### src/hdl/shp_pkg.sv
`default_nettype none
package shp_pkg;
  localparam int SHP_CLK_HZ = 100_000_000;
  localparam int SHP_BAUD_MAX = 9600;
  // Divider for the fastest rate; the five slower rates are powers of two below it.
  localparam int SHP_BASE_DIV = SHP_CLK_HZ / SHP_BAUD_MAX;
  localparam int SHP_DIV_W = 20;
  localparam int SHP_RX_DEPTH = 100;
  localparam logic [2:0] SHP_BAUD_SEL_MAX = 3'h5;
  localparam logic [3:0] SHP_FRAME_LAST = 4'hA;
  localparam logic [3:0] SHP_STOP_FIRST = 4'h9;

  localparam logic [7:0] SHP_ADDR_CTRL = 8'h00;
  localparam logic [7:0] SHP_ADDR_STAT = 8'h04;
  localparam logic [7:0] SHP_ADDR_RXD = 8'h08;
  localparam logic [7:0] SHP_ADDR_TXD = 8'h0C;
  localparam logic [7:0] SHP_ADDR_CMD = 8'h10;
  localparam logic [1:0] SHP_RESP_OKAY = 2'h0;
  localparam logic [1:0] SHP_RESP_SLVERR = 2'h2;

  localparam int SHP_CTRL_PAR_EN = 0;
  localparam int SHP_CTRL_ODD = 1;
  localparam int SHP_CTRL_BAUD = 2;
  localparam int SHP_CTRL_SER = 5;
  localparam logic [5:0] SHP_CTRL_RESET = 6'h34;

  localparam int SHP_CMD_TALK = 0;
  localparam int SHP_CMD_REPLY_END = 1;
  localparam int SHP_CMD_LOCAL = 2;
  localparam int SHP_CMD_REMOTE = 3;
  localparam int SHP_CMD_LOCKOUT = 4;

  localparam int SHP_ST_ABORT = 0;
  localparam int SHP_ST_OVERRUN = 1;
  localparam int SHP_ST_PARERR = 2;
  localparam int SHP_ST_FRAMEERR = 3;
  localparam int SHP_ST_DTR = 4;
  localparam int SHP_ST_DSR = 5;
  localparam int SHP_ST_TALK = 6;
  localparam int SHP_ST_TXFULL = 7;
  localparam int SHP_ST_MODE = 8;
  localparam int SHP_ST_COUNT = 16;
  localparam int SHP_RXD_VALID = 8;

  localparam logic [7:0] SHP_CHAR_CTRL_C = 8'h03;
  localparam logic [7:0] SHP_CHAR_CR = 8'h0D;
  localparam logic [7:0] SHP_CHAR_LF = 8'h0A;

  typedef enum logic [1:0] {
    SHP_LOCAL = 2'b00,
    SHP_REMOTE = 2'b01,
    SHP_LOCKOUT = 2'b10
  } shp_mode_type;

  typedef enum logic [1:0] {
    SHP_RP_IDLE = 2'b00,
    SHP_RP_CR = 2'b01,
    SHP_RP_LF = 2'b10,
    SHP_RP_DRAIN = 2'b11
  } shp_reply_type;

  function automatic logic shp_parity(input logic [6:0] d, input logic odd);
    return (^d) ^ odd;
  endfunction

  // Codes above the top rate select the top rate.
  function automatic logic [SHP_DIV_W-1:0] shp_bit_div(input int base, input logic [2:0] sel);
    logic [2:0] s;
    s = (sel > SHP_BAUD_SEL_MAX) ? SHP_BAUD_SEL_MAX : sel;
    return SHP_DIV_W'(base) << (SHP_BAUD_SEL_MAX - s);
  endfunction
endpackage
`default_nettype wire

### src/hdl/shp_char_if.sv
`default_nettype none
interface shp_char_if;
  logic valid;
  logic ready;
  logic [7:0] data;
  modport src (output valid, output data, input ready);
  modport snk (input valid, input data, output ready);
endinterface
`default_nettype wire

### src/hdl/shp_tx.sv
`default_nettype none
module shp_tx import shp_pkg::*; (
  input wire logic clk_in,
  input wire logic reset_in,
  input wire logic [SHP_DIV_W-1:0] div_in,
  input wire logic par_en_in,
  input wire logic odd_in,
  shp_char_if.snk ch,
  output logic txd_out,
  output logic busy_out
);
  logic busy_r;
  logic txd_r;
  logic [10:0] shift_r;
  logic [3:0] idx_r;
  logic [SHP_DIV_W-1:0] cnt_r;
  logic take;
  logic bit_end;
  logic slot;

  assign ch.ready = !busy_r;
  assign take = ch.valid && !busy_r;
  assign bit_end = busy_r && (cnt_r == div_in - 1'b1);
  assign slot = par_en_in ? shp_parity(ch.data[6:0], odd_in) : ch.data[7];
  assign txd_out = txd_r;
  assign busy_out = busy_r;

  always_ff @(posedge clk_in)
  begin
    if (reset_in)
    begin
      busy_r <= 1'b0;
      txd_r <= 1'b1;
      shift_r <= '1;
      idx_r <= '0;
      cnt_r <= '0;
    end
    else if (take)
    begin
      busy_r <= 1'b1;
      shift_r <= {2'b11, slot, ch.data[6:0], 1'b0};
      txd_r <= 1'b0;
      idx_r <= '0;
      cnt_r <= '0;
    end
    else if (bit_end)
    begin
      cnt_r <= '0;
      shift_r <= {1'b1, shift_r[10:1]};
      txd_r <= (idx_r == SHP_FRAME_LAST) ? 1'b1 : shift_r[1];
      busy_r <= (idx_r != SHP_FRAME_LAST);
      idx_r <= idx_r + 4'h1;
    end
    else if (busy_r)
    begin
      cnt_r <= cnt_r + 1'b1;
    end
  end
endmodule // shp_tx
`default_nettype wire

### src/hdl/shp_rx.sv
`default_nettype none
module shp_rx import shp_pkg::*; (
  input wire logic clk_in,
  input wire logic reset_in,
  input wire logic [SHP_DIV_W-1:0] div_in,
  input wire logic par_en_in,
  input wire logic odd_in,
  input wire logic rxd_in,
  shp_char_if.src ch,
  output logic par_err_out,
  output logic frame_err_out
);
  logic busy_r;
  logic [3:0] idx_r;
  logic [SHP_DIV_W-1:0] cnt_r;
  logic [9:0] sh_r;
  logic [9:0] sh_nxt;
  logic valid_r;
  logic [7:0] data_r;
  logic perr_r;
  logic ferr_r;
  logic sample;
  logic done;

  // Bits are sampled at mid-cell; the frame ends at the middle of the second stop bit.
  assign sample = busy_r && (cnt_r == '0);
  assign sh_nxt = {rxd_in, sh_r[9:1]};
  assign done = sample && (idx_r == SHP_FRAME_LAST);
  assign ch.valid = valid_r;
  assign ch.data = data_r;
  assign par_err_out = perr_r;
  assign frame_err_out = ferr_r;

  always_ff @(posedge clk_in)
  begin
    if (reset_in)
    begin
      busy_r <= 1'b0;
      idx_r <= '0;
      cnt_r <= '0;
      sh_r <= '0;
      valid_r <= 1'b0;
      data_r <= '0;
      perr_r <= 1'b0;
      ferr_r <= 1'b0;
    end
    else
    begin
      valid_r <= done;
      perr_r <= done && par_en_in && (shp_parity(sh_nxt[6:0], odd_in) != sh_nxt[7]);
      ferr_r <= done && (sh_nxt[9:8] != 2'b11);
      if (done)
      begin
        data_r <= par_en_in ? {1'b0, sh_nxt[6:0]} : sh_nxt[7:0];
      end
      if (!busy_r)
      begin
        busy_r <= !rxd_in;
        cnt_r <= div_in >> 1;
        idx_r <= '0;
      end
      else if (sample)
      begin
        cnt_r <= div_in - 1'b1;
        idx_r <= idx_r + 4'h1;
        if (idx_r != '0)
        begin
          sh_r <= sh_nxt;
        end
        busy_r <= !(done || (idx_r == '0 && rxd_in));
      end
      else
      begin
        cnt_r <= cnt_r - 1'b1;
      end
    end
  end
endmodule // shp_rx
`default_nettype wire

### src/hdl/shp_port.sv
// Functional notes
// - Each character takes eleven bit times, opening with one start bit.
// - Format of seven data bits plus even or odd parity.
// - Format of eight data bits, no parity.
// - One start and two stop bits always, not configurable.
// - Rate is 300, 600, 1200, 2400, 4800 or 9600 baud on both ends.
// - Terminal-ready output high means the host may send.
// - Terminal-ready low while receive buffer full, about one hundred characters.
// - Terminal-ready low from query until its reply has been sent.
// - Sample set-ready before each character; suspend output while it is false.
// - Terminal-ready stays low while output is suspended.
// - Control-C aborts the operation and discards pending output.
// - Every reply ends with carriage return then newline.
// - Selecting the serial port disables the parallel bus interface.
// - Go-local command enables all front panel keys.
// - Go-remote command disables all keys except the local key.
// - Remote-lockout command disables all keys including the local key.
// - Local, remote and lockout commands are accepted only on the serial port.
//
// The AXI4-Lite register port and the address map were decided locally.
`default_nettype none
module shp_port import shp_pkg::*; #(
  parameter int BASE_DIV = SHP_BASE_DIV,
  parameter int RX_DEPTH = SHP_RX_DEPTH
) (
  input wire logic clk_in,
  input wire logic reset_in,
  input wire logic s_axi_awvalid_in,
  output logic s_axi_awready_out,
  input wire logic [7:0] s_axi_awaddr_in,
  input wire logic s_axi_wvalid_in,
  output logic s_axi_wready_out,
  input wire logic [31:0] s_axi_wdata_in,
  input wire logic [3:0] s_axi_wstrb_in,
  output logic s_axi_bvalid_out,
  input wire logic s_axi_bready_in,
  output logic [1:0] s_axi_bresp_out,
  input wire logic s_axi_arvalid_in,
  output logic s_axi_arready_out,
  input wire logic [7:0] s_axi_araddr_in,
  output logic s_axi_rvalid_out,
  input wire logic s_axi_rready_in,
  output logic [31:0] s_axi_rdata_out,
  output logic [1:0] s_axi_rresp_out,
  input wire logic rxd_in,
  output logic txd_out,
  output logic dtr_out,
  input wire logic dsr_in,
  output logic gpib_disable_out,
  output logic remote_out,
  output logic keys_enable_out,
  output logic local_key_enable_out
);
  localparam int PW = $clog2(RX_DEPTH);
  localparam int CW = $clog2(RX_DEPTH + 1);

  logic [5:0] ctrl_r;
  shp_mode_type mode_r;
  shp_reply_type reply_r;
  logic talk_r;
  logic [7:0] hold_r;
  logic hold_valid_r;
  logic abort_r, ovr_r, perr_r, ferr_r;
  logic [7:0] rx_mem_r [RX_DEPTH];
  logic [PW-1:0] wr_ptr_r, rd_ptr_r;
  logic [CW-1:0] count_r;
  logic aw_hold_r, w_hold_r, bvalid_r, rvalid_r;
  logic [7:0] awaddr_r;
  logic [31:0] wdata_r, rdata_r;
  logic wlane0_r;
  logic [1:0] bresp_r, rresp_r;

  shp_char_if tx_if ();
  shp_char_if rx_if ();

  function automatic logic [PW-1:0] ptr_inc(input logic [PW-1:0] p);
    return (p == PW'(RX_DEPTH - 1)) ? '0 : p + 1'b1;
  endfunction

  function automatic logic addr_mapped(input logic [7:0] a);
    return a == SHP_ADDR_CTRL || a == SHP_ADDR_STAT || a == SHP_ADDR_RXD ||
      a == SHP_ADDR_TXD || a == SHP_ADDR_CMD;
  endfunction

  // Bus slave: address and data are latched independently, then acted on together.
  logic wr_fire, ar_fire, wr_ok;
  logic wr_ctrl, wr_stat, wr_txd, wr_cmd;
  assign s_axi_awready_out = !aw_hold_r && !bvalid_r;
  assign s_axi_wready_out = !w_hold_r && !bvalid_r;
  assign s_axi_arready_out = !rvalid_r;
  assign s_axi_bvalid_out = bvalid_r;
  assign s_axi_bresp_out = bresp_r;
  assign s_axi_rvalid_out = rvalid_r;
  assign s_axi_rdata_out = rdata_r;
  assign s_axi_rresp_out = rresp_r;
  assign wr_fire = aw_hold_r && w_hold_r;
  assign ar_fire = s_axi_arvalid_in && !rvalid_r;
  assign wr_ok = wr_fire && wlane0_r;
  assign wr_ctrl = wr_ok && awaddr_r == SHP_ADDR_CTRL;
  assign wr_stat = wr_ok && awaddr_r == SHP_ADDR_STAT;
  assign wr_txd = wr_ok && awaddr_r == SHP_ADDR_TXD;
  assign wr_cmd = wr_ok && awaddr_r == SHP_ADDR_CMD;

  // Serial link.
  logic ser, is_ctrl_c, rx_full, rx_empty, push, pop;
  logic out_valid, suspend, take;
  logic [SHP_DIV_W-1:0] bit_div;
  logic tx_busy, rx_perr, rx_ferr;
  logic cmd_local, cmd_remote, cmd_lockout;
  assign ser = ctrl_r[SHP_CTRL_SER];
  assign bit_div = shp_bit_div(BASE_DIV, ctrl_r[SHP_CTRL_BAUD +: 3]);
  assign rx_if.ready = 1'b1;
  assign is_ctrl_c = rx_if.valid && rx_if.data == SHP_CHAR_CTRL_C;
  assign rx_full = count_r == CW'(RX_DEPTH);
  assign rx_empty = count_r == '0;
  assign push = rx_if.valid && !is_ctrl_c && !rx_full;
  assign pop = ar_fire && s_axi_araddr_in == SHP_ADDR_RXD && !rx_empty;
  assign out_valid = hold_valid_r || (reply_r == SHP_RP_CR) || (reply_r == SHP_RP_LF);
  assign tx_if.valid = out_valid && dsr_in;
  assign tx_if.data = hold_valid_r ? hold_r :
    (reply_r == SHP_RP_CR) ? SHP_CHAR_CR : SHP_CHAR_LF;
  assign take = tx_if.valid && tx_if.ready;
  assign suspend = out_valid && !dsr_in;
  assign dtr_out = !rx_full && !talk_r && !suspend;
  assign cmd_local = wr_cmd && ser && wdata_r[SHP_CMD_LOCAL];
  assign cmd_remote = wr_cmd && ser && wdata_r[SHP_CMD_REMOTE];
  assign cmd_lockout = wr_cmd && ser && wdata_r[SHP_CMD_LOCKOUT];
  assign gpib_disable_out = ser;
  assign remote_out = mode_r != SHP_LOCAL;
  assign keys_enable_out = mode_r == SHP_LOCAL;
  assign local_key_enable_out = mode_r != SHP_LOCKOUT;

  logic [31:0] stat_word, rd_word;
  assign stat_word = (32'(count_r) << SHP_ST_COUNT) | (32'(mode_r) << SHP_ST_MODE) |
    (32'(hold_valid_r) << SHP_ST_TXFULL) | (32'(talk_r) << SHP_ST_TALK) |
    (32'(dsr_in) << SHP_ST_DSR) | (32'(dtr_out) << SHP_ST_DTR) |
    (32'(ferr_r) << SHP_ST_FRAMEERR) | (32'(perr_r) << SHP_ST_PARERR) |
    (32'(ovr_r) << SHP_ST_OVERRUN) | (32'(abort_r) << SHP_ST_ABORT);
  assign rd_word = (s_axi_araddr_in == SHP_ADDR_CTRL) ? 32'(ctrl_r) :
    (s_axi_araddr_in == SHP_ADDR_STAT) ? stat_word :
    (s_axi_araddr_in == SHP_ADDR_RXD) ?
      ((32'(!rx_empty) << SHP_RXD_VALID) | 32'(rx_mem_r[rd_ptr_r])) :
    (s_axi_araddr_in == SHP_ADDR_TXD) ? 32'(hold_r) : 32'h0000_0000;

  always_ff @(posedge clk_in)
  begin
    if (reset_in)
    begin
      aw_hold_r <= 1'b0;
      w_hold_r <= 1'b0;
      bvalid_r <= 1'b0;
      rvalid_r <= 1'b0;
      awaddr_r <= '0;
      wdata_r <= '0;
      wlane0_r <= 1'b0;
      bresp_r <= SHP_RESP_OKAY;
      rresp_r <= SHP_RESP_OKAY;
      rdata_r <= '0;
    end
    else
    begin
      if (s_axi_awvalid_in && s_axi_awready_out)
      begin
        aw_hold_r <= 1'b1;
        awaddr_r <= s_axi_awaddr_in;
      end
      else if (wr_fire)
      begin
        aw_hold_r <= 1'b0;
      end
      if (s_axi_wvalid_in && s_axi_wready_out)
      begin
        w_hold_r <= 1'b1;
        wdata_r <= s_axi_wdata_in;
        wlane0_r <= s_axi_wstrb_in[0];
      end
      else if (wr_fire)
      begin
        w_hold_r <= 1'b0;
      end
      if (wr_fire)
      begin
        bvalid_r <= 1'b1;
        bresp_r <= addr_mapped(awaddr_r) ? SHP_RESP_OKAY : SHP_RESP_SLVERR;
      end
      else if (s_axi_bready_in)
      begin
        bvalid_r <= 1'b0;
      end
      if (ar_fire)
      begin
        rvalid_r <= 1'b1;
        rdata_r <= rd_word;
        rresp_r <= addr_mapped(s_axi_araddr_in) ? SHP_RESP_OKAY : SHP_RESP_SLVERR;
      end
      else if (s_axi_rready_in)
      begin
        rvalid_r <= 1'b0;
      end
    end
  end

  // Receive buffer; control-C bypasses it so it is seen even when the buffer is full.
  always_ff @(posedge clk_in)
  begin
    if (reset_in)
    begin
      wr_ptr_r <= '0;
      rd_ptr_r <= '0;
      count_r <= '0;
    end
    else
    begin
      if (push)
      begin
        rx_mem_r[wr_ptr_r] <= rx_if.data;
        wr_ptr_r <= ptr_inc(wr_ptr_r);
      end
      if (pop)
      begin
        rd_ptr_r <= ptr_inc(rd_ptr_r);
      end
      count_r <= count_r + CW'(push) - CW'(pop);
    end
  end

  // Sticky flags: a new event wins over a write-one clear in the same cycle.
  always_ff @(posedge clk_in)
  begin
    if (reset_in)
    begin
      abort_r <= 1'b0;
      ovr_r <= 1'b0;
      perr_r <= 1'b0;
      ferr_r <= 1'b0;
      ctrl_r <= SHP_CTRL_RESET;
      mode_r <= SHP_LOCAL;
    end
    else
    begin
      abort_r <= is_ctrl_c || (abort_r && !(wr_stat && wdata_r[SHP_ST_ABORT]));
      ovr_r <= (push == 1'b0 && rx_if.valid && !is_ctrl_c) ||
        (ovr_r && !(wr_stat && wdata_r[SHP_ST_OVERRUN]));
      perr_r <= rx_perr || (perr_r && !(wr_stat && wdata_r[SHP_ST_PARERR]));
      ferr_r <= rx_ferr || (ferr_r && !(wr_stat && wdata_r[SHP_ST_FRAMEERR]));
      if (wr_ctrl)
      begin
        ctrl_r <= wdata_r[5:0];
      end
      if (cmd_lockout)
      begin
        mode_r <= SHP_LOCKOUT;
      end
      else if (cmd_remote)
      begin
        mode_r <= SHP_REMOTE;
      end
      else if (cmd_local)
      begin
        mode_r <= SHP_LOCAL;
      end
    end
  end

  // Reply path: queued characters first, then the closing CR LF, then wait for the line.
  always_ff @(posedge clk_in)
  begin
    if (reset_in)
    begin
      talk_r <= 1'b0;
      hold_r <= '0;
      hold_valid_r <= 1'b0;
      reply_r <= SHP_RP_IDLE;
    end
    else if (is_ctrl_c)
    begin
      talk_r <= 1'b0;
      hold_valid_r <= 1'b0;
      reply_r <= SHP_RP_IDLE;
    end
    else
    begin
      if (take && hold_valid_r)
      begin
        hold_valid_r <= 1'b0;
      end
      else if (wr_txd && !hold_valid_r)
      begin
        hold_r <= wdata_r[7:0];
        hold_valid_r <= 1'b1;
      end
      if (wr_cmd && wdata_r[SHP_CMD_TALK])
      begin
        talk_r <= 1'b1;
      end
      case (reply_r)
        SHP_RP_IDLE:
          if (wr_cmd && wdata_r[SHP_CMD_REPLY_END])
          begin
            reply_r <= SHP_RP_CR;
          end
        SHP_RP_CR:
          if (take && !hold_valid_r)
          begin
            reply_r <= SHP_RP_LF;
          end
        SHP_RP_LF:
          if (take && !hold_valid_r)
          begin
            reply_r <= SHP_RP_DRAIN;
          end
        SHP_RP_DRAIN:
          if (!tx_busy)
          begin
            reply_r <= SHP_RP_IDLE;
            talk_r <= 1'b0;
          end
        default:
          reply_r <= SHP_RP_IDLE;
      endcase
    end
  end

  shp_tx u_tx (
    .clk_in(clk_in),
    .reset_in(reset_in),
    .div_in(bit_div),
    .par_en_in(ctrl_r[SHP_CTRL_PAR_EN]),
    .odd_in(ctrl_r[SHP_CTRL_ODD]),
    .ch(tx_if.snk),
    .txd_out(txd_out),
    .busy_out(tx_busy)
  );

  shp_rx u_rx (
    .clk_in(clk_in),
    .reset_in(reset_in),
    .div_in(bit_div),
    .par_en_in(ctrl_r[SHP_CTRL_PAR_EN]),
    .odd_in(ctrl_r[SHP_CTRL_ODD]),
    .rxd_in(rxd_in),
    .ch(rx_if.src),
    .par_err_out(rx_perr),
    .frame_err_out(rx_ferr)
  );
endmodule // shp_port
`default_nettype wire

### config.mk
export PLATFORM = sky130hd
export DESIGN_NAME = shp_port
export DESIGN_NICKNAME = d
export VERILOG_FILES = /design/src/hdl/shp_pkg.sv /design/src/hdl/shp_char_if.sv /design/src/hdl/shp_tx.sv /design/src/hdl/shp_rx.sv /design/src/hdl/shp_port.sv
export SDC_FILE = /design/constraint.sdc
export NUM_CORES = 1
export LEC_CHECK = 0
export BUFFER_PORTS_ARGS = -buffer_cell sky130_fd_sc_hd__buf_2
export CAP_MARGIN = 20
export CORE_MARGIN = 2
export CORE_UTILIZATION = 58
export CTS_BUF_LIST = sky130_fd_sc_hd__clkbuf_8
export CTS_CLUSTER_DIAMETER = 80
export DETAILED_ROUTE_END_ITERATION = 16
export PLACE_DENSITY_LB_ADDON = 0.3
export SKIP_CTS_REPAIR_TIMING = 1
export SLEW_MARGIN = 20
export SYNTH_ARGS = -nofsm -noshare
export SYNTH_HDL_FRONTEND = slang
export SYNTH_HIERARCHICAL = 1
export SYNTH_SLANG_ARGS = --single-unit
### constraint.sdc
create_clock -name clk_in -period 11.2 [get_ports clk_in]
set_input_delay 0.56 -clock clk_in [delete_from_list [all_inputs] [get_ports clk_in]]
set_output_delay 0.56 -clock clk_in [all_outputs]
set_load 0.1 [all_outputs]
==> Word-level counts from Yosys, hierarchy flattened <==
Memories as Yosys holds them, arrays and structs flattened. A register that Yosys moved wholly into a read port is not among the register bits.
Index checks and enable logic that the tools add are counted.
{ "word_totals": {"regBits": 183, "n_memories": 1, "out_inout_bits": 47, "mem_bits_rw": 800, "inputBits": 61, "wordCells": 247} }
{ "op_classes": {"n_reduce_logical": 107, "mux": 47, "eq_ne": 26, "n_lt_le_gt_ge": 1, "bitwise_logic": 16, "addsub": 10, "shifts": 1} }
{ "memory_table": {"columns": ["name", "words", "word_bits", "read_ports", "rd_clocked_by_memory_dff", "write_ports", "line", "text"], "rows": [
  ["rx_mem_r", 100, 8, 1, 1, 1, "shp_port.sv:64", "logic [7:0] rx_mem_r [RX_DEPTH];"]
]} }
{ "ops": {"columns": ["operator", "n"], "rows": [
  ["$logic_and 1x1->1", 47],
  ["$mux 23", 2],
  ["$sub 20x1->20 const B", 2],
  ["$eq 8x4->1 const B", 4],
  ["$mux 7", 4],
  ["$mux 9", 3],
  ["$mux 8", 3],
  ["$or 23x1->23", 1],
  ["$or 23x10->23", 1],
  ["$or 23x2->23", 1],
  ["$or 23x3->23", 1],
  ["$or 23x4->23", 1],
  ["$or 23x5->23", 1],
  ["$or 23x6->23", 1],
  ["$or 23x7->23", 1],
  ["$or 23x8->23", 1],
  ["$eq 7x7->1 const B", 3],
  ["$mux 1", 21],
  ["$add 20x1->20 const B", 1],
  ["$eq 20x20->1", 1],
  ["$logic_not 20->1", 1],
  ["$mux 20", 1],
  ["$shl 14x3->20 const A", 1],
  ["$mux 19", 1],
  ["36 further kinds", 104]
]} }

==> Longest topological paths before layout <==
Gate-level depths: netlist (run 1).
{ "depth": {"word_depth": 13, "ltp_mapped": 16, "ltp_nobuf": 14} }

==> Cells and area by module <==
The synthesis (run 1) kept the hierarchy.
{ "by_module_without_submodules": {"columns": ["module", "area_each_um2", "cells_per_inst", "instances"], "rows": [
  ["shp_port", 35728.0, 2000, 1],
  ["shp_rx", 2613.8, 313, 1],
  ["shp_tx", 2474.9, 304, 1]
]} }

==> Least setup slack after synthesis (run 1) <==
No wires, ideal clock.
{ "synth_path": {"kind": "register to register", "startpoint": "reg u_rx.data_r[0] (netlist: u_rx/ch.data[0])", "endpoint": "reg count_r[6]", "slack_ps": 7120, "t_required_ps": 11068, "period_less_slack_ps": 4080, "path_buffers": 1, "stages_incl_launch_ff": 14, "setup_time_ps": 132, "arrival_time_ps": 3948, "path_cell_list": "dfxtp_1 nand4_1 nand3_1 buf_1 xnor2_1 ha_1 inv_1 fa_1 nand2b_1 a21oi_1 o21ai_0 a21oi_1 or3_1 a21oi_1"} }
{ "synth_between": {"elab_chain_len": 7} }
{ "synth_lines": {"columns": ["item", "line", "text"], "rows": [
  ["start, declared", "shp_rx.sv:19", "logic [7:0] data_r;"],
  ["start signal, assigned", "shp_rx.sv:54", "data_r <= par_en_in ? {1'b0, sh_nxt[6:0]} : sh_nxt[7:0];"],
  ["$eq 8x2->1", "shp_port.sv:113", "assign is_ctrl_c = rx_if.valid && rx_if.data == SHP_CHAR_CTRL_C;"],
  ["$logic_and 1x1->1", "shp_port.sv:113", null],
  ["$logic_not 1->1", "shp_port.sv:116", "assign push = rx_if.valid && !is_ctrl_c && !rx_full;"],
  ["$logic_and 1x1->1 (2 in a row)", "shp_port.sv:116", null],
  ["$add 7x1->7", "shp_port.sv:223", "count_r <= count_r + CW'(push) - CW'(pop);"],
  ["$sub 7x1->7", "shp_port.sv:223", null],
  ["end signal, assigned", "shp_port.sv:223", null],
  ["end, declared", "shp_port.sv:66", "logic [CW-1:0] count_r;"]
]} }
No other way between the ends.
A chain may end at the register's enable or synchronous reset.

==> Final worst setup path (run 1) <==
{ "layout_path": {"startpoint": "reg ctrl_r[4]", "endpoint": "reg u_tx.cnt_r[12]"} }
{ "layout_between": {"elab_chain_len": 8} }
{ "layout_lines": {"columns": ["item", "line", "text"], "rows": [
  ["start, declared", "shp_port.sv:57", "logic [5:0] ctrl_r;"],
  ["start signal, assigned", "shp_port.sv:248", "ctrl_r <= wdata_r[5:0];"],
  ["$gt 3x3->1", "shp_pkg.sv:69", "s = (sel > SHP_BAUD_SEL_MAX) ? SHP_BAUD_SEL_MAX : sel;"],
  ["$mux 3 *", "shp_pkg.sv:69", null],
  ["$sub 3x3->3 *", "shp_pkg.sv:70", "return SHP_DIV_W'(base) << (SHP_BAUD_SEL_MAX - s);"],
  ["$shl 14x3->20 *", "shp_pkg.sv:70", null],
  ["named net bit_div[10]", "shp_port.sv:107", "logic [SHP_DIV_W-1:0] bit_div;"],
  ["$sub 20x1->20 *", "shp_tx.sv:23", "assign bit_end = busy_r && (cnt_r == div_in - 1'b1);"],
  ["$eq 20x20->1 *", "shp_tx.sv:23", null],
  ["$logic_and 1x1->1 *", "shp_tx.sv:23", null],
  ["$reduce_or 3->1 (no line) *", null, null],
  ["end signal, assigned", "shp_tx.sv:56", "cnt_r <= cnt_r + 1'b1;"],
  ["end, declared", "shp_tx.sv:16", "logic [SHP_DIV_W-1:0] cnt_r;"]
]} }
The timed path passes the listed nets; every way through them passes the cells marked *.

==> results of run 1 <==
## area by class of cell
| type | count | area, sq um |
|---|---|---|
| Sequential cell | 971 | 27500 |
| Clock buffer | 167 | 2300 |
| Tap cell | 940 | 1180 |
| Fill cell | 4797 | 25200 |
| Antenna cell | 1 | 2.50 |
| Multi-Input combinational cell | 1462 | 12500 |
| Timing Repair Buffer | 95 | 677 |
| Inverter | 46 | 173 |
| Clock inverter | 88 | 469 |
## worst max-delay path, delay by kind of cell (launching register included)
family / cells / cell delay, ns
fa+ha+maj: 1 / 0.29
flops: 1 / 0.88
simple gates: 7 / 2.01
buf+inv: 1 / 0.08
compound gates: 3 / 1.44
## metal layers
metal | track usage [%] | up-vias | wire length, um
met1 | 34.5 | 12190 | 36700
met3 | 7.62 | 182 | 9860
li1 | - | 10430 | -
met5 | 0 | - | 13
met2 | 41.3 | 1305 | 46400
met4 | 9.97 | 2 | 2620
## worst max-delay path by stage
stage / start / endpoint / depth (start not counted)
2_1_floorplan: u_rx/ch.data[0] / count_r[6] / 13
3_3_place_gp: ctrl_r[4] / u_tx/cnt_r[17] / 12
4_1_cts: ctrl_r[4] / u_tx/cnt_r[12] / 12
5_1_grt: ctrl_r[4] / u_tx/cnt_r[17] / 12
6_report: ctrl_r[4] / u_tx/cnt_r[12] / 12
3_5_place_dp: ctrl_r[4] / u_tx/cnt_r[12] / 12
## report_power, final
part,total [mW],internal [mW],leakage (nW),switching (mW)
logic,0.220,0.0626,4.11,0.157
registers,3.89,3.87,8.80,0.0215
clock network,2.77,1.41,1.55,1.36
total,6.89,5.35,14.5,1.54
## through the flow
| stage | cells | area, sq um | utilization, % |
|---|---|---|---|
| after detailed placement | 3508 | 41800 | 59.8 |
| final | 3770 | 44700 | 64.0 |
| after global routing | 3770 | 44700 | 64.0 |
| after floorplan | 2646 | 40900 | - |
| after global placement | 3508 | 41800 | 59.8 |
| after CTS | 3763 | 44600 | 63.8 |
## state kept, by name (all words and copies together) (netlist names), 2 cells and up, named ones only
name / flops
rx_mem_r: 800
u_rx/cnt_r: 20
u_tx/cnt_r: 20
s_axi_rdata_out: 17
u_rx/sh_r: 9
awaddr_r: 8
hold_r: 8
u_rx/ch.data: 8
u_tx/shift_r: 8
wdata_r: 8
count_r: 7
rd_ptr_r: 7
wr_ptr_r: 7
ctrl_r: 6
u_rx/idx_r: 4
u_tx/idx_r: 4
mode_r: 2
reply_r: 2
## cell usage in the layout (no fill, tap or decap), types with 12 or more instances in the layout
master / instances
conb_1: 31
clkbuf_8: 167
nand4_1: 23
nor2_2: 13
a31oi_1: 27
nor4_1: 26
mux4_2: 208
a221oi_1: 12
and3_1: 12
a21oi_1: 58
nor2b_1: 31
a311oi_1: 12
edfxtp_1: 800
nand2b_1: 30
buf_4: 25
nand3_1: 42
a211oi_1: 19
or3_1: 25
o21ai_0: 51
xnor2_1: 49
o22ai_1: 23
inv_1: 81
buf_2: 62
clkinv_1: 28
nand2_1: 141
a22oi_1: 13
xor2_1: 26
nand3b_1: 16
ha_1: 27
nor2_1: 253
mux2i_1: 64
and2_1: 15
nor3_1: 45
dfxtp_1: 158
==> qor.yml, run 1 <==
clkTransAtPathRegs_ns: 0.06
port_buffers: 63
crit_top_cell: "nor4_1"
crit_slowest_cell: "dfxtp_1"
route.vias.total: 24109
hold_violations: 0
path_class: "flip-flop to flip-flop"
die_area_sq_um: 72500
period_share_pct: 43.0
slowest_delay_ns: 0.88
syn_avg_cell_area_sq_um: 15.6
synth_warnings: 6
slew_violations: 0
setup_viol: 0
clk_latency_ns: 0.80
fin_nets: 2818
syn_inst: 2616
drtAntennaViolNets: 0
period_needed_ns: 4.82
gp_routability_congestion: 0.930
tightestPinTransition_ns: 1.15
design.core.area_sq_um: 69900
cap_violations: 0
whs_ns: 0.0288
max_freq_ghz: 0.207
place_hpwl_um: 58600
cts_tree: "built"
grt_pass1_wl_um: 143000
drt-total-wl_um: 95600
dp_slack_ns: 6.45
r2r_start: "ctrl_r[4]"
reg2reg_to: "u_tx/cnt_r[12]"
min_delay_path_depth: 3
leakagePower_nw: 14.5
hold_start: "s_axi_awaddr_in[4]"
start_util_pct: 58.4
dr.first_iter.drc_count: 2933
crit_arrival_ns: 5.50
required_ns: 11.87
clock_sinks: 971
drc: 0
vias_per_cell: 6.39
worstPathCellList: "nand2b_1 -> inv_1 -> ha_1 -> o21ai_0 -> nor4_1 -> a2111oi_2 -> a2bb2o_4 -> or3_1 -> nor4_1 -> and3_1 -> nand2b_4 -> nor2_1"
io_pins: 108
fin_setup_tns_ns: 0
synth_area_sq_um: 40800
power.density_nw_per_um2: 154
vdd_drop_max_v: 0.000123
cts_max_level: 4
die_h_um: 269
grt_usage_pct: 26.1
outcome: "complete, no violations"
rows: 97
grt.overflow.total: 0
grt_pass1_vias: 23854
drt-wirelength-per-cell_um: 25.4
finClkSkew_ns: 0.0423
areaGrowthSynthToFinish_pct: 9.61
crit_fanout: 20
numCtsBuffers: 153
timing.final.ws_setup_ns: 6.38
rsz0062_at_grt: "no"
slew_headroom_pct: 22.7
r2r_slack_ns: 6.38
critPathCaptureType: "flip-flop"
finalPower_mw: 6.89
drive_gt1_share_pct: 20.0
die_w_um: 269
root_buffer: "clkbuf_8"
grt_antenna_before_repair: 2
hold_class: "input pin to flip-flop"
clockBufferDepth: 3
ff2ff_path_depth: 12
holdPathEnd: "awaddr_r[4]"
firstDrtPassIters: 6
grt_max_degree: 103
startpoint_type: "flip-flop"
Note: power is estimated with default switching activity, not from simulation.
==> run 2, diff against run 1 <==
clock period = 3.9 ns   (was 11.2 ns; I/O delays follow)
==> qor.yml, run 2 (synthesis results as in run 1) <==
vias_per_cell: 6.27
power.density_nw_per_um2: 433
place_hpwl_um: 62900
firstDrtPassIters: 9
cap_violations: 0
drive_gt1_share_pct: 23.6
violations: "hold timing"
port_buffers: 63
slew_violations: 0
root_buffer: "clkbuf_8"
required_ns: 4.59
clock_sinks: 971
start_util_pct: 58.4
route.vias.total: 24981
clockBufferDepth: 3
rsz0062_at_grt: "no"
largest_reg_flops: 800
clkTransAtPathRegs_ns: 0.06
drc: 0
crit_fanout: 20
fill_cells: 4700
grt_usage_pct: 27.0
outcome: "complete, but fails checks"
final_cell_mix: "edfxtp_1, nor2_1, mux4_2"
multi_input_area_sq_um: 12500
startpoint_type: "flip-flop"
slowest_delay_ns: 0.61
tightestPinTransition_ns: 1.11
vdd_drop_max_v: 0.000346
areaGrowthSynthToFinish_pct: 13.9
slew_headroom_pct: 25.8
clk_latency_ns: 0.82
worstPathCellList: "buf_4 -> o21a_1 -> or4_4 -> a2111oi_2 -> a2bb2o_4 -> or3_1 -> nor4_1 -> and3_1 -> nand2b_4 -> nor2_1"
dp_slack_ns: 0.134
max_freq_ghz: 0.277
grt_pass1_vias: 24726
design.core.area_sq_um: 69900
final_area_sq_um: 46500
io_pins: 108
crit_arrival_ns: 4.30
dr.first_iter.drc_count: 2885
timing.final.ws_setup_ns: 0.285
grt_antenna_before_repair: 1
period_share_pct: 92.7
gp_routability_congestion: 0.915
grt_pass1_wl_um: 149000
finClkSkew_ns: 0.0550
final_common_cell: "edfxtp_1"
reg_top3: "rx_mem_r: 800 flops, u_rx/cnt_r: 20 flops, u_tx/cnt_r: 20 flops"
die_w_um: 269
drt-total-wl_um: 99000
drt-wirelength-per-cell_um: 24.9
final_util_pct: 66.5
whs_ns: -0.00889
setup_viol: 0
placed_area_sq_um: 42900
grt_max_degree: 102
cts_max_level: 4
hold_violations: 1
fin_nets: 3008
critPathCaptureType: "flip-flop"
crit_slowest_cell: "or4_4"
fin_setup_tns_ns: 0
rows: 97
path_class: "flip-flop to flip-flop"
hold_class: "input pin to flip-flop"
die_h_um: 269
drtAntennaViolNets: 0
grt.overflow.total: 0
largest_register: "rx_mem_r"
cts_tree: "built"
die_area_sq_um: 72500
numCtsBuffers: 156
period_needed_ns: 3.61
seqCellArea_sq_um: 27500
leakagePower_nw: 15.5
## run 2: through the flow
step                      hold WS (ns)  cells  total power, mW
after floorplan                  0.296   2646             11.9
after global placement           0.417   3647             12.0
after detailed placement         0.423   3647             12.0
after CTS                       -0.420   3927             20.2
after global routing            0.0175   3982             20.8
final                         -0.00889   3982             20.2
## run 2: critical path, delay by kind of cell (launching register included)
kind / cells / cell delay [ns]
buf+inv: 1 / 0.18
simple gates: 6 / 1.89
compound gates: 3 / 1.03
flops: 1 / 0.37
## run 2: cell type report
cell class / count / share of cell area (%)
Clock inverter: 108 / 1.29
Antenna cell: 1 / 0.00538
Inverter: 46 / 0.371
Multi-Input combinational cell: 1462 / 26.8
Timing Repair Buffer: 282 / 4.78
Tap cell: 940 / 2.53
Clock buffer: 172 / 5.09
Sequential cell: 971 / 59.1
## run 2: worst paths after layout
| path | start | endpoint | slack [ns] | cells past startpoint |
|---|---|---|---|---|
| worst min-delay path | s_axi_arvalid_in | s_axi_rvalid_out | -0.009 | 4 |
| worst max register to register | ctrl_r[3] | u_tx/cnt_r[17] | 0.29 | 10 |
| worst min register to register | u_rx/par_err_out | perr_r | 0.43 | 2 |
| worst max-delay path | ctrl_r[3] | u_tx/cnt_r[17] | 0.29 | 10 |
## run 2: power breakdown
part | total [mW] | switching, mW | internal [mW]
combinational | 0.689 | 0.467 | 0.222
sequential | 11.2 | 0.0664 | 11.1
clock | 8.28 | 3.95 | 4.33
total | 20.2 | 4.48 | 15.7
## run 2: metal layers
| layer | vias to the layer above | track usage [%] | wire length, um |
|---|---|---|---|
| li1 | 10804 | - | - |
| met1 | 12627 | 37.0 | 38700 |
| met2 | 1333 | 43.7 | 48300 |
| met3 | 217 | 5.87 | 8960 |
| met4 | 0 | 8.95 | 3020 |
| met5 | - | 0 | 0 |
